`src/inc/asi_map.svh`:
```
`ifndef ASI_MAP_SVH
`define ASI_MAP_SVH

// timing figures in their own units, oscillator rate in kHz
`define ASI_OSC_KHZ 20000
`define ASI_PH1_TIME_US 800
`define ASI_PH2_TIME_MS 3
`define ASI_PH2_HPF_TIME_MS 200

// spi frame length in rising clock edges
`define ASI_FRAME_EDGES 16

// offset monitor limit in percent of full scale
`define ASI_OFS_PCT 10

// linear result range
`define ASI_LIN_MAX 508
`define ASI_LIN_MIN -509

// special result codes (10-bit two's complement)
`define ASI_CODE_OVERRANGE 10'h1fd
`define ASI_CODE_OVERFLOW 10'h1fe
`define ASI_CODE_UNDERRANGE 10'h202
`define ASI_CODE_UNDERFLOW 10'h201
`define ASI_CODE_RESET 10'h000

// device status field positions
`define ASI_STAT_RESET_SEEN 0
`define ASI_STAT_INIT_PEND 1
`define ASI_STAT_OFS_ERR 2
`define ASI_STAT_SPI_FAULT 3

`endif

```
`src/inc/asi_pkg.sv`:
```
package asi_pkg;

  // init sequence, gray coded along the path
  typedef enum logic [1:0] {
    ASI_ST_RESET = 2'h0,
    ASI_ST_PH1 = 2'h1,
    ASI_ST_PH2 = 2'h3,
    ASI_ST_DONE = 2'h2
  } asi_state_type;

  // kind of answer to an acceleration request
  typedef enum logic [1:0] {
    ASI_RESP_DATA = 2'h0,
    ASI_RESP_RESET = 2'h1,
    ASI_RESP_NO_DATA = 2'h2,
    ASI_RESP_ERROR = 2'h3
  } asi_resp_type;

  typedef logic signed [9:0] asi_code_type;

endpackage

```
`src/inc/asi_link_if.sv`:
```
`timescale 1ns/10ps
interface asi_link_if;
  logic sclk;
  logic cs_act;
  logic enable;
  logic frame_end;
  logic fault;

  modport mon (input sclk, input cs_act, input enable, output frame_end, output fault);
  modport top (output sclk, output cs_act, output enable, input frame_end, input fault);
endinterface

```
`src/hw/asi_frame_mon.sv`:
```
`timescale 1ns/10ps
`include "asi_map.svh"
module asi_frame_mon #(
  parameter int EDGES = `ASI_FRAME_EDGES
) (
  input wire logic clk_sys_i,
  input wire logic rst_n_i,
  input wire logic clk_en_i,
  asi_link_if.mon lk
);
  import asi_pkg::*;

  localparam logic [5:0] EDGES_W = 6'(EDGES);

  logic sclk_prev_q;
  logic cs_prev_q;
  logic armed_q;
  logic early_q;
  logic [5:0] edge_cnt_q;
  logic frame_end_q;
  logic fault_q;

  wire cs_rise = lk.cs_act & ~cs_prev_q;
  wire cs_fall = ~lk.cs_act & cs_prev_q;
  wire sclk_rise = lk.sclk & ~sclk_prev_q;

  // edge history of the already synchronised pins
  always_ff @(posedge clk_sys_i) begin
    if (!rst_n_i) begin
      sclk_prev_q <= 1'b0;
      cs_prev_q <= 1'b0;
    end else if (clk_en_i) begin
      sclk_prev_q <= lk.sclk;
      cs_prev_q <= lk.cs_act;
    end
  end

  // frames that start while disabled are ignored whole
  always_ff @(posedge clk_sys_i) begin
    if (!rst_n_i) begin
      armed_q <= 1'b0;
      early_q <= 1'b0;
      edge_cnt_q <= 6'h00;
    end else if (clk_en_i) begin
      if (cs_rise) begin
        armed_q <= lk.enable;
        early_q <= lk.sclk;
        edge_cnt_q <= 6'h00;
      end else if (lk.cs_act && sclk_rise && edge_cnt_q != 6'h3f) begin
        edge_cnt_q <= edge_cnt_q + 6'h01; // saturates, long frames still fault
      end
      if (cs_fall) begin
        armed_q <= 1'b0;
      end
    end
  end

  // end of frame pulse with its fault verdict
  always_ff @(posedge clk_sys_i) begin
    if (!rst_n_i) begin
      frame_end_q <= 1'b0;
      fault_q <= 1'b0;
    end else if (clk_en_i) begin
      frame_end_q <= cs_fall & armed_q;
      fault_q <= cs_fall & armed_q & ((edge_cnt_q != EDGES_W) | early_q | lk.sclk);
    end
  end

  assign lk.frame_end = frame_end_q;
  assign lk.fault = fault_q;
endmodule

```
`src/hw/asi_status_init.sv`:
```
`timescale 1ns/10ps
`include "asi_map.svh"
// What this block does
// - offset monitor at or above tenth of full scale with enable sets offset error
// - first acceleration request after any reset answers with device-reset status
// - clock fault when rising edges in frame differ from 16 or clock high at select
// - each acceleration result is a 10-bit two's complement value
// - linear results limited to -509 through +508
// - 509 overrange, 510 overflow, -510 underrange, -511 underflow; 511, -512 never sent
// - filter output at or above sinc maximum reports overflow and clips the signal
// - after overflow, normal results resume a few samples after input returns
// - freeze input high stops copying results to output buffers, processing runs on
// - reads while frozen return results latest when the freeze went high
// - normal operating mode is entered by default at power on
// - internal reset held until all three rails are good, then init starts
// - phase one copies fuses into mirror registers, then powers fuses off
// - phase two also initialises high-pass filter when high-pass select is set
// - all spi transfers are ignored during phase one
// - phase two serves register frames; acceleration requests after the first get no-data
// - phase one lasts about 800 us
// - phase two lasts about 3 ms, or 200 ms with high-pass select
// - init pending flag set from reset until phase two finishes
// - clear-error clears transient flag; persisting condition sets it again
// - reset-seen set at reset release, cleared only by clear-error after init
// - each external error such as a clock fault is reported once, or twice when the faulty frame is an acceleration request
// - any detected error replaces acceleration data with an error indicator
module asi_status_init #(
  parameter int OSC_KHZ = `ASI_OSC_KHZ,
  parameter int PH1_CYCLES = (`ASI_PH1_TIME_US * `ASI_OSC_KHZ + 999) / 1000,
  parameter int PH2_CYCLES = `ASI_PH2_TIME_MS * `ASI_OSC_KHZ,
  parameter int PH2_HPF_CYCLES = `ASI_PH2_HPF_TIME_MS * `ASI_OSC_KHZ,
  parameter int LPF_W = 16,
  parameter int SINC_MAX = 1023,
  parameter int MON_W = 10,
  parameter int FULL_SCALE = 1023,
  parameter int RECOVER_SAMPLES = 3,
  parameter int FUSE_WORDS = 8,
  parameter int FUSE_DW = 8
) (
  input wire logic clk_sys_i,
  input wire logic rst_n_i,
  input wire logic clk_en_i,
  input wire logic [2:0] supply_ok_i,
  input wire logic sclk_i,
  input wire logic cs_n_i,
  input wire logic capture_freeze_input_i,
  input wire logic acc_request_i,
  input wire logic clear_error_i,
  input wire logic offset_monitor_enable_i,
  input wire logic [MON_W-1:0] offset_monitor_i,
  input wire logic highpass_select_i,
  input wire logic lpf_valid_i,
  input wire logic [2*LPF_W-1:0] lpf_data_i,
  input wire logic [FUSE_DW-1:0] fuse_data_i,
  input wire logic [$clog2(FUSE_WORDS)-1:0] mirror_addr_i,
  output logic [$clog2(FUSE_WORDS)-1:0] fuse_addr_o,
  output logic fuse_power_o,
  output logic [FUSE_DW-1:0] mirror_data_o,
  output logic int_reset_o,
  output logic normal_mode_o,
  output logic hpf_init_o,
  output logic spi_ignore_o,
  output logic reg_frame_o,
  output logic resp_valid_o,
  output asi_pkg::asi_resp_type resp_kind_o,
  output asi_pkg::asi_code_type acc_x_o,
  output asi_pkg::asi_code_type acc_y_o,
  output logic [7:0] device_status_reg_o,
  output logic init_pending_flag_o,
  output logic reset_seen_flag_o
);
  import asi_pkg::*;

  localparam int FAW = $clog2(FUSE_WORDS);
  localparam logic [FAW:0] FUSE_LAST = (FAW + 1)'(FUSE_WORDS);
  localparam logic [22:0] PH1_LAST = 23'(PH1_CYCLES - 1);
  localparam logic [22:0] PH2_LAST = 23'(PH2_CYCLES - 1);
  localparam logic [22:0] PH2_HPF_LAST = 23'(PH2_HPF_CYCLES - 1);
  localparam logic [MON_W-1:0] OFS_LIMIT = MON_W'((FULL_SCALE * `ASI_OFS_PCT + 99) / 100);
  localparam logic signed [LPF_W-1:0] SAT_HI = LPF_W'(SINC_MAX);
  localparam logic signed [LPF_W-1:0] SAT_LO = LPF_W'(-SINC_MAX);
  localparam logic signed [LPF_W-1:0] LIN_HI = LPF_W'(`ASI_LIN_MAX);
  localparam logic signed [LPF_W-1:0] LIN_LO = LPF_W'(`ASI_LIN_MIN);
  localparam logic [3:0] REC_LOAD = 4'(RECOVER_SAMPLES);

  // two-flop synchronisers for the rail, freeze, select and clock pins
  logic [5:0] pin_meta_q;
  logic [5:0] pin_sync_q;
  wire [5:0] pins = {supply_ok_i, capture_freeze_input_i, cs_n_i, sclk_i};

  always_ff @(posedge clk_sys_i) begin
    if (!rst_n_i) begin
      pin_meta_q <= 6'h02;
      pin_sync_q <= 6'h02;
    end else if (clk_en_i) begin
      pin_meta_q <= pins;
      pin_sync_q <= pin_meta_q;
    end
  end

  wire rails_good = &pin_sync_q[5:3];
  wire freeze = pin_sync_q[2];

  // internal reset follows the rail monitors, a dip re-enters it
  logic int_rst_q;
  logic int_rst_prev_q;

  always_ff @(posedge clk_sys_i) begin
    if (!rst_n_i) begin
      int_rst_q <= 1'b1;
      int_rst_prev_q <= 1'b1;
    end else if (clk_en_i) begin
      int_rst_q <= ~rails_good;
      int_rst_prev_q <= int_rst_q;
    end
  end

  wire rst_release = int_rst_prev_q & ~int_rst_q;

  // factory mode is never entered
  logic normal_mode_q;

  always_ff @(posedge clk_sys_i) begin
    if (!rst_n_i) begin
      normal_mode_q <= 1'b1;
    end else if (clk_en_i) begin
      normal_mode_q <= 1'b1;
    end
  end

  // init sequencer with its phase timer
  asi_state_type state_q;
  logic [22:0] phase_cnt_q;
  logic hpf_sel_q;

  always_ff @(posedge clk_sys_i) begin
    if (!rst_n_i) begin
      state_q <= ASI_ST_RESET;
      phase_cnt_q <= 23'h000000;
      hpf_sel_q <= 1'b0;
    end else if (clk_en_i) begin
      if (int_rst_q) begin
        state_q <= ASI_ST_RESET;
        phase_cnt_q <= 23'h000000;
      end else begin
        case (state_q)
          ASI_ST_RESET: begin
            state_q <= ASI_ST_PH1;
            phase_cnt_q <= 23'h000000;
          end
          ASI_ST_PH1: begin
            if (phase_cnt_q == PH1_LAST) begin
              state_q <= ASI_ST_PH2;
              phase_cnt_q <= 23'h000000;
              hpf_sel_q <= highpass_select_i;
            end else begin
              phase_cnt_q <= phase_cnt_q + 23'h000001;
            end
          end
          ASI_ST_PH2: begin
            if (phase_cnt_q == (hpf_sel_q ? PH2_HPF_LAST : PH2_LAST)) begin
              state_q <= ASI_ST_DONE;
              phase_cnt_q <= 23'h000000;
            end else begin
              phase_cnt_q <= phase_cnt_q + 23'h000001;
            end
          end
          ASI_ST_DONE: begin
            state_q <= ASI_ST_DONE;
          end
          default: begin
            state_q <= ASI_ST_RESET;
          end
        endcase
      end
    end
  end

  wire in_ph1 = (state_q == ASI_ST_PH1) | (state_q == ASI_ST_RESET);
  wire in_ph2 = state_q == ASI_ST_PH2;
  wire init_done = state_q == ASI_ST_DONE;

  // fuse copy: address out, data back one cycle later into the mirror
  logic [FAW:0] fuse_idx_q;
  logic [FAW-1:0] fuse_wr_addr_q;
  logic fuse_wr_q;
  logic fuse_power_q;
  logic [FUSE_DW-1:0] mirror_q [FUSE_WORDS];

  always_ff @(posedge clk_sys_i) begin
    if (!rst_n_i) begin
      fuse_idx_q <= '0;
      fuse_wr_addr_q <= '0;
      fuse_wr_q <= 1'b0;
      fuse_power_q <= 1'b0;
    end else if (clk_en_i) begin
      fuse_wr_q <= 1'b0;
      if (state_q == ASI_ST_RESET) begin
        fuse_idx_q <= '0;
        fuse_power_q <= ~int_rst_q;
      end else if (state_q == ASI_ST_PH1 && fuse_idx_q != FUSE_LAST) begin
        fuse_idx_q <= fuse_idx_q + 1'b1;
        fuse_wr_addr_q <= fuse_idx_q[FAW-1:0];
        fuse_wr_q <= 1'b1;
      end else if (!fuse_wr_q) begin
        fuse_power_q <= 1'b0;
      end
    end
  end

  // mirror registers, written only during the copy
  always_ff @(posedge clk_sys_i) begin
    if (clk_en_i && fuse_wr_q) begin
      mirror_q[fuse_wr_addr_q] <= fuse_data_i;
    end
  end

  logic [FUSE_DW-1:0] mirror_rd_q;

  always_ff @(posedge clk_sys_i) begin
    if (!rst_n_i) begin
      mirror_rd_q <= '0;
    end else if (clk_en_i) begin
      mirror_rd_q <= init_done ? mirror_q[mirror_addr_i] : '0;
    end
  end

  // frame monitor on the synchronised pins, disabled in phase one
  asi_link_if lk ();

  assign lk.sclk = pin_sync_q[0];
  assign lk.cs_act = ~pin_sync_q[1];
  assign lk.enable = ~in_ph1 & ~int_rst_q;

  asi_frame_mon #(
    .EDGES(`ASI_FRAME_EDGES)
  ) u_frame_mon (
    .clk_sys_i(clk_sys_i),
    .rst_n_i(rst_n_i),
    .clk_en_i(clk_en_i),
    .lk(lk)
  );

  wire acc_frame = lk.frame_end & acc_request_i;

  // per-axis result coding, overflow recovery and output buffer
  asi_code_type code_q [2];
  asi_code_type buf_q [2];

  for (genvar a = 0; a < 2; a++) begin : g_axis
    wire signed [LPF_W-1:0] raw = lpf_data_i[a*LPF_W +: LPF_W];
    wire ovf = raw >= SAT_HI;
    wire unf = raw <= SAT_LO;
    wire signed [LPF_W-1:0] clipped = ovf ? SAT_HI : (unf ? SAT_LO : raw);
    logic [3:0] rec_q;
    logic rec_pos_q;
    asi_code_type code_d;

    // clipped value mapped onto the 10-bit code space
    always_comb begin
      if (ovf || (rec_q != 4'h0 && rec_pos_q)) begin
        code_d = `ASI_CODE_OVERFLOW;
      end else if (unf || rec_q != 4'h0) begin
        code_d = `ASI_CODE_UNDERFLOW;
      end else if (clipped > LIN_HI) begin
        code_d = `ASI_CODE_OVERRANGE;
      end else if (clipped < LIN_LO) begin
        code_d = `ASI_CODE_UNDERRANGE;
      end else begin
        code_d = clipped[9:0];
      end
    end

    // quiet samples after saturation before linear codes
    always_ff @(posedge clk_sys_i) begin
      if (!rst_n_i || int_rst_q) begin
        rec_q <= 4'h0;
        rec_pos_q <= 1'b0;
        code_q[a] <= `ASI_CODE_RESET;
      end else if (clk_en_i && lpf_valid_i) begin
        if (ovf || unf) begin
          rec_q <= REC_LOAD;
          rec_pos_q <= ovf;
        end else if (rec_q != 4'h0) begin
          rec_q <= rec_q - 4'h1;
        end
        code_q[a] <= code_d;
      end
    end

    // buffer holds while frozen, filter runs on
    always_ff @(posedge clk_sys_i) begin
      if (!rst_n_i || int_rst_q) begin
        buf_q[a] <= `ASI_CODE_RESET;
      end else if (clk_en_i && !freeze) begin
        buf_q[a] <= code_q[a];
      end
    end
  end

  // transient offset error, clear wins for one cycle
  logic ofs_err_q;
  wire ofs_cond = offset_monitor_enable_i & (offset_monitor_i >= OFS_LIMIT);

  always_ff @(posedge clk_sys_i) begin
    if (!rst_n_i || int_rst_q) begin
      ofs_err_q <= 1'b0;
    end else if (clk_en_i) begin
      if (clear_error_i) begin
        ofs_err_q <= 1'b0;
      end else if (ofs_cond) begin
        ofs_err_q <= 1'b1;
      end
    end
  end

  // clock fault held until one acceleration answer carries it
  logic ext_err_q;
  logic reset_seen_q;
  logic first_pend_q;

  always_ff @(posedge clk_sys_i) begin
    if (!rst_n_i || int_rst_q) begin
      ext_err_q <= 1'b0;
    end else if (clk_en_i) begin
      if (lk.fault) begin
        ext_err_q <= 1'b1; // set wins over the report
      end else if (acc_frame && ext_err_q && !first_pend_q && init_done) begin
        ext_err_q <= 1'b0;
      end
    end
  end

  // reset-seen flag and the first-request marker
  always_ff @(posedge clk_sys_i) begin
    if (!rst_n_i) begin
      reset_seen_q <= 1'b0;
      first_pend_q <= 1'b0;
    end else if (clk_en_i) begin
      if (rst_release) begin
        reset_seen_q <= 1'b1;
      end else if (clear_error_i && init_done) begin
        reset_seen_q <= 1'b0;
      end
      if (rst_release) begin
        first_pend_q <= 1'b1;
      end else if (acc_frame) begin
        first_pend_q <= 1'b0;
      end
    end
  end

  // answer: reset status, then init, then errors
  logic resp_valid_q;
  logic reg_frame_q;
  asi_resp_type resp_kind_q;

  always_ff @(posedge clk_sys_i) begin
    if (!rst_n_i) begin
      resp_valid_q <= 1'b0;
      reg_frame_q <= 1'b0;
      resp_kind_q <= ASI_RESP_DATA;
    end else if (clk_en_i) begin
      resp_valid_q <= acc_frame;
      reg_frame_q <= lk.frame_end & ~acc_request_i;
      if (acc_frame) begin
        if (first_pend_q) begin
          resp_kind_q <= ASI_RESP_RESET;
        end else if (in_ph2) begin
          resp_kind_q <= ASI_RESP_NO_DATA;
        end else if (ext_err_q || ofs_err_q || lk.fault) begin
          resp_kind_q <= ASI_RESP_ERROR;
        end else begin
          resp_kind_q <= ASI_RESP_DATA;
        end
      end
    end
  end

  // high-pass init through phase two when selected
  logic hpf_init_q;

  always_ff @(posedge clk_sys_i) begin
    if (!rst_n_i) begin
      hpf_init_q <= 1'b0;
    end else if (clk_en_i) begin
      hpf_init_q <= (state_q == ASI_ST_PH1 && phase_cnt_q == PH1_LAST) ? highpass_select_i :
                    (in_ph2 ? hpf_sel_q : 1'b0);
    end
  end

  // status byte, upper bits zero; pending shows as soon as reset enters
  logic [7:0] status_q;

  always_ff @(posedge clk_sys_i) begin
    if (!rst_n_i) begin
      status_q <= 8'h02;
    end else if (clk_en_i) begin
      status_q <= 8'h00;
      status_q[`ASI_STAT_RESET_SEEN] <= reset_seen_q;
      status_q[`ASI_STAT_INIT_PEND] <= ~init_done | int_rst_q;
      status_q[`ASI_STAT_OFS_ERR] <= ofs_err_q;
      status_q[`ASI_STAT_SPI_FAULT] <= ext_err_q;
    end
  end

  // outputs
  assign fuse_addr_o = fuse_idx_q[FAW-1:0];
  assign fuse_power_o = fuse_power_q;
  assign mirror_data_o = mirror_rd_q;
  assign int_reset_o = int_rst_q;
  assign normal_mode_o = normal_mode_q;
  assign hpf_init_o = hpf_init_q;
  assign spi_ignore_o = ~lk.enable;
  assign reg_frame_o = reg_frame_q;
  assign resp_valid_o = resp_valid_q;
  assign resp_kind_o = resp_kind_q;
  assign acc_x_o = buf_q[0];
  assign acc_y_o = buf_q[1];
  assign device_status_reg_o = status_q;
  assign init_pending_flag_o = status_q[`ASI_STAT_INIT_PEND];
  assign reset_seen_flag_o = status_q[`ASI_STAT_RESET_SEEN];
endmodule

```
`config.mk`:
```
export PLATFORM = sky130hd
export DESIGN_NAME = asi_status_init
export DESIGN_NICKNAME = d
export VERILOG_FILES = /design/src/inc/asi_pkg.sv /design/src/inc/asi_link_if.sv /design/src/hw/asi_frame_mon.sv /design/src/hw/asi_status_init.sv
export VERILOG_INCLUDE_DIRS = /design/src /design/src/inc
export SDC_FILE = /design/constraint.sdc
export NUM_CORES = 1
export LEC_CHECK = 0
export BUFFER_PORTS_ARGS = -buffer_cell sky130_fd_sc_hd__buf_2
export CORE_MARGIN = 4
export CORE_UTILIZATION = 25
export DETAILED_ROUTE_END_ITERATION = 6
export PLACE_DENSITY = 0.38
export RECOVER_POWER = 25
export SYNTH_ARGS = -nofsm -noshare
export SYNTH_HDL_FRONTEND = slang
export SYNTH_HIERARCHICAL = 1
export SYNTH_SLANG_ARGS = --single-unit
```
`constraint.sdc`:
```
create_clock -name clk_sys_i -period 3.5 [get_ports clk_sys_i]
set_clock_uncertainty 0.1 [all_clocks]
set_input_delay 0.525 -clock clk_sys_i [delete_from_list [all_inputs] [get_ports clk_sys_i]]
set_output_delay 0.525 -clock clk_sys_i [all_outputs]
set_load 0.05 [all_outputs]
```
==> out/metrics.yaml <==
outcome: "complete, no violations"
final_common_cell: "edfxtp_1"
synthToLayoutAreaGrowth_pct: 19.3
antenna_found_initial: 1
dr.pass1.iters: 4
final_nets: 1008
syn_area_per_cell_um2: 10.9
cp-start-kind: "input port"
syn_area_mm2: 0.00891
hold_buffers: 0
power.total_w: 0.00473
cts_sinks: 196
slew_headroom_pct: 28.6
portBuffers: 111
slew_viol_final: 0
critPathKind: "in2reg"
finalSetupTns_ns: 0
tightest_slew_ns: 1.07
drtAntennaViolNets: 0
required_ns: 3.79
peakVddDrop_v: 0.000322
hold_viol: 0
setup_viol: 0
coreArea_mm2: 0.0349
path_max_fanout: 16
ys_top_cells_by_area: "edfxtp_1 35%, dfxtp_1 21%, mux4_2 4.0%, mux2i_1 3.3%, a21oi_1 3.0%"
synth-edff-count: 104
cts_tree: "yes"
ys_ff_latch: 196
start_util_pct: 25.5
ys_warn_count: 6
place_ws_ns: 0.818
ys_seq_area_share_pct: 55.7
insertedDiodeCount: 0
synth_cell_types: 71
wire_per_inst_um: 16.5
drt-initial-drc-count: 364
placementRows: 68
h-tree-depth: 4
rsz0062_at_grt: "false"
post_cts_buffers: 0
final_cell_mix: "104 x edfxtp_1, 101 x buf_2, 92 x dfxtp_1, 60 x nor2_1, 60 x nand2_1"
clockBufferDepth: 2
powerDensity_mw_per_mm2: 446
grt.overflow.total: 0
ctsResizeCount: 0
cp.arrival_ns: 2.79
gp_congestion: 0.753
fin_crit_ns: 2.50
drc: 0
grt_max_degree: 29
synthCells: 819
avgViaCountPerCell: 4.65
ys_async_sr_fraction_pct: 0
dp_hpwl_um: 16300
ys.flop_type: "edfxtp_1"
fmax_ghz: 0.400
grt_use_total_pct: 12.1
grt_pass1_vias: 6433
hp-class: "in2reg"
io-pin-count: 117
yosys.area.top_type: "edfxtp_1"
die-area_mm2: 0.0387
vias: 6516
p_leak_nw: 3.86
fp.dieW_um: 197
setup_ws_ns: 0.998
fp.dieH_um: 197
grt_pass1_wl_um: 36700
cp-end-kind: "flop"
cts_buffers: 17
cts-root-buf: "clkbuf_16"
clk_latency_ns: 0.45
drive_gt1_share_pct: 19.9
wirelength_um: 23000
cap_violations: 0
clkTransAtPathRegs_ns: 0.09
fin_crit_sh_pct: 71.5
synth_top_cell_area_share_pct: 35.1
critical path: stages:
cell,delay [ns]
clkbuf_1,0.72
and2_1,0.45
nand2_1,0.22
or4_1,0.50
a211o_1,0.30
o21ai_1,0.07
logic make-up (layout without fill, tap and decap cells):
logic type      after synthesis  after routing  synth area share, %
fa+ha+maj                     9              9                 1.26
mux                          45             45                 7.30
flops                       196            196                 55.7
compound gates              160            160                 11.3
simple gates                315            315                 19.1
other cells                   2              5               0.0843
xor+xnor                     14             14                 1.38
buf+inv                      78            201                 3.85
Yosys cell counts, types with 9 or more instances:
cell type,count
o21ai_1,16
inv_1,32
buf_4,11
xnor2_1,12
nor2_1,60
nand2_1,60
nand4_1,11
a211oi_1,9
mux2i_1,29
nand3_1,36
a21oi_1,53
nor4_1,10
and2_1,24
clkbuf_1,22
o21ai_0,26
edfxtp_1,104
ha_1,9
nor3_1,42
and3_1,11
mux4_2,16
dfxtp_1,92
final timing paths:
path	start	endpoint	slack [ns]	cells after the start
worst max-delay path	clk_en_i	g_axis[0].rec_q[3]$_SDFFE_PP0P_	1.0	6
worst min-delay path	cs_n_i	pin_meta_q[1]$_SDFFE_PN1P_	0.19	3
worst max register to register	state_q[0]$_SDFFE_PN0P_	phase_cnt_q[4]$_SDFFE_PN0P_	1.17	5
worst min register to register	fuse_wr_addr_q[1]$_SDFFE_PN0P_	fuse_wr_addr_q[1]$_SDFFE_PN0P_	0.37	2
area by class of cell:
class / count / area (um2)
Inverter: 33 / 124
Clock inverter: 15 / 209
Clock buffer: 17 / 425
Timing Repair Buffer: 136 / 719
Sequential cell: 196 / 4960
Tap cell: 455 / 569
Fill cell: 3647 / 24300
Multi-Input combinational cell: 548 / 3610
stage by stage:
| stage | instance area, um2 | hold WS [ns] | cells | util, % |
|---|---|---|---|---|
| after floorplan | 8920 | 0.330 | 822 | - |
| after global placement | 10000 | 0.349 | 1368 | 28.7 |
| after detailed placement | 10000 | 0.361 | 1368 | 28.7 |
| after CTS | 10600 | 0.160 | 1400 | 30.5 |
| after global routing | 10600 | 0.192 | 1400 | 30.5 |
| final | 10600 | 0.194 | 1400 | 30.5 |
state kept, by name, indices dropped and copies added (netlist names), 2 cells and up:
| register | flops |
|---|---|
| buf_q | 20 |
| code_q | 20 |
| device_status_reg_o | 4 |
| fuse_idx_q | 4 |
| fuse_wr_addr_q | 3 |
| g_axis.rec_pos_q | 2 |
| g_axis.rec_q | 8 |
| mirror_data_o | 8 |
| mirror_q | 64 |
| phase_cnt_q | 23 |
| pin_meta_q | 6 |
| pin_sync_q | 6 |
| resp_kind_o | 2 |
| state_q | 2 |
| u_frame_mon/edge_cnt_q | 6 |
power by group:
group / switching [W] / leakage [nW] / total, W / internal (W)
Sequential: 0.00000489 / 1.81 / 0.00242 / 0.00241
Clock: 0.00108 / 0.306 / 0.00208 / 0.00100
Combinational: 0.000154 / 1.75 / 0.000238 / 0.0000847
Total: 0.00123 / 3.86 / 0.00473 / 0.00350
metal layers:
layer / up-vias / part of all wire, % / track usage (%)
li1: 3270 / - / -
met1: 3103 / 48 / 16.3
met4: 2 / 1.9 / 4.39
met3: 26 / 3.6 / 2.72
met2: 115 / 47 / 19.0
met5: - / 0.056 / 0
(Power assumes the default switching activity.)
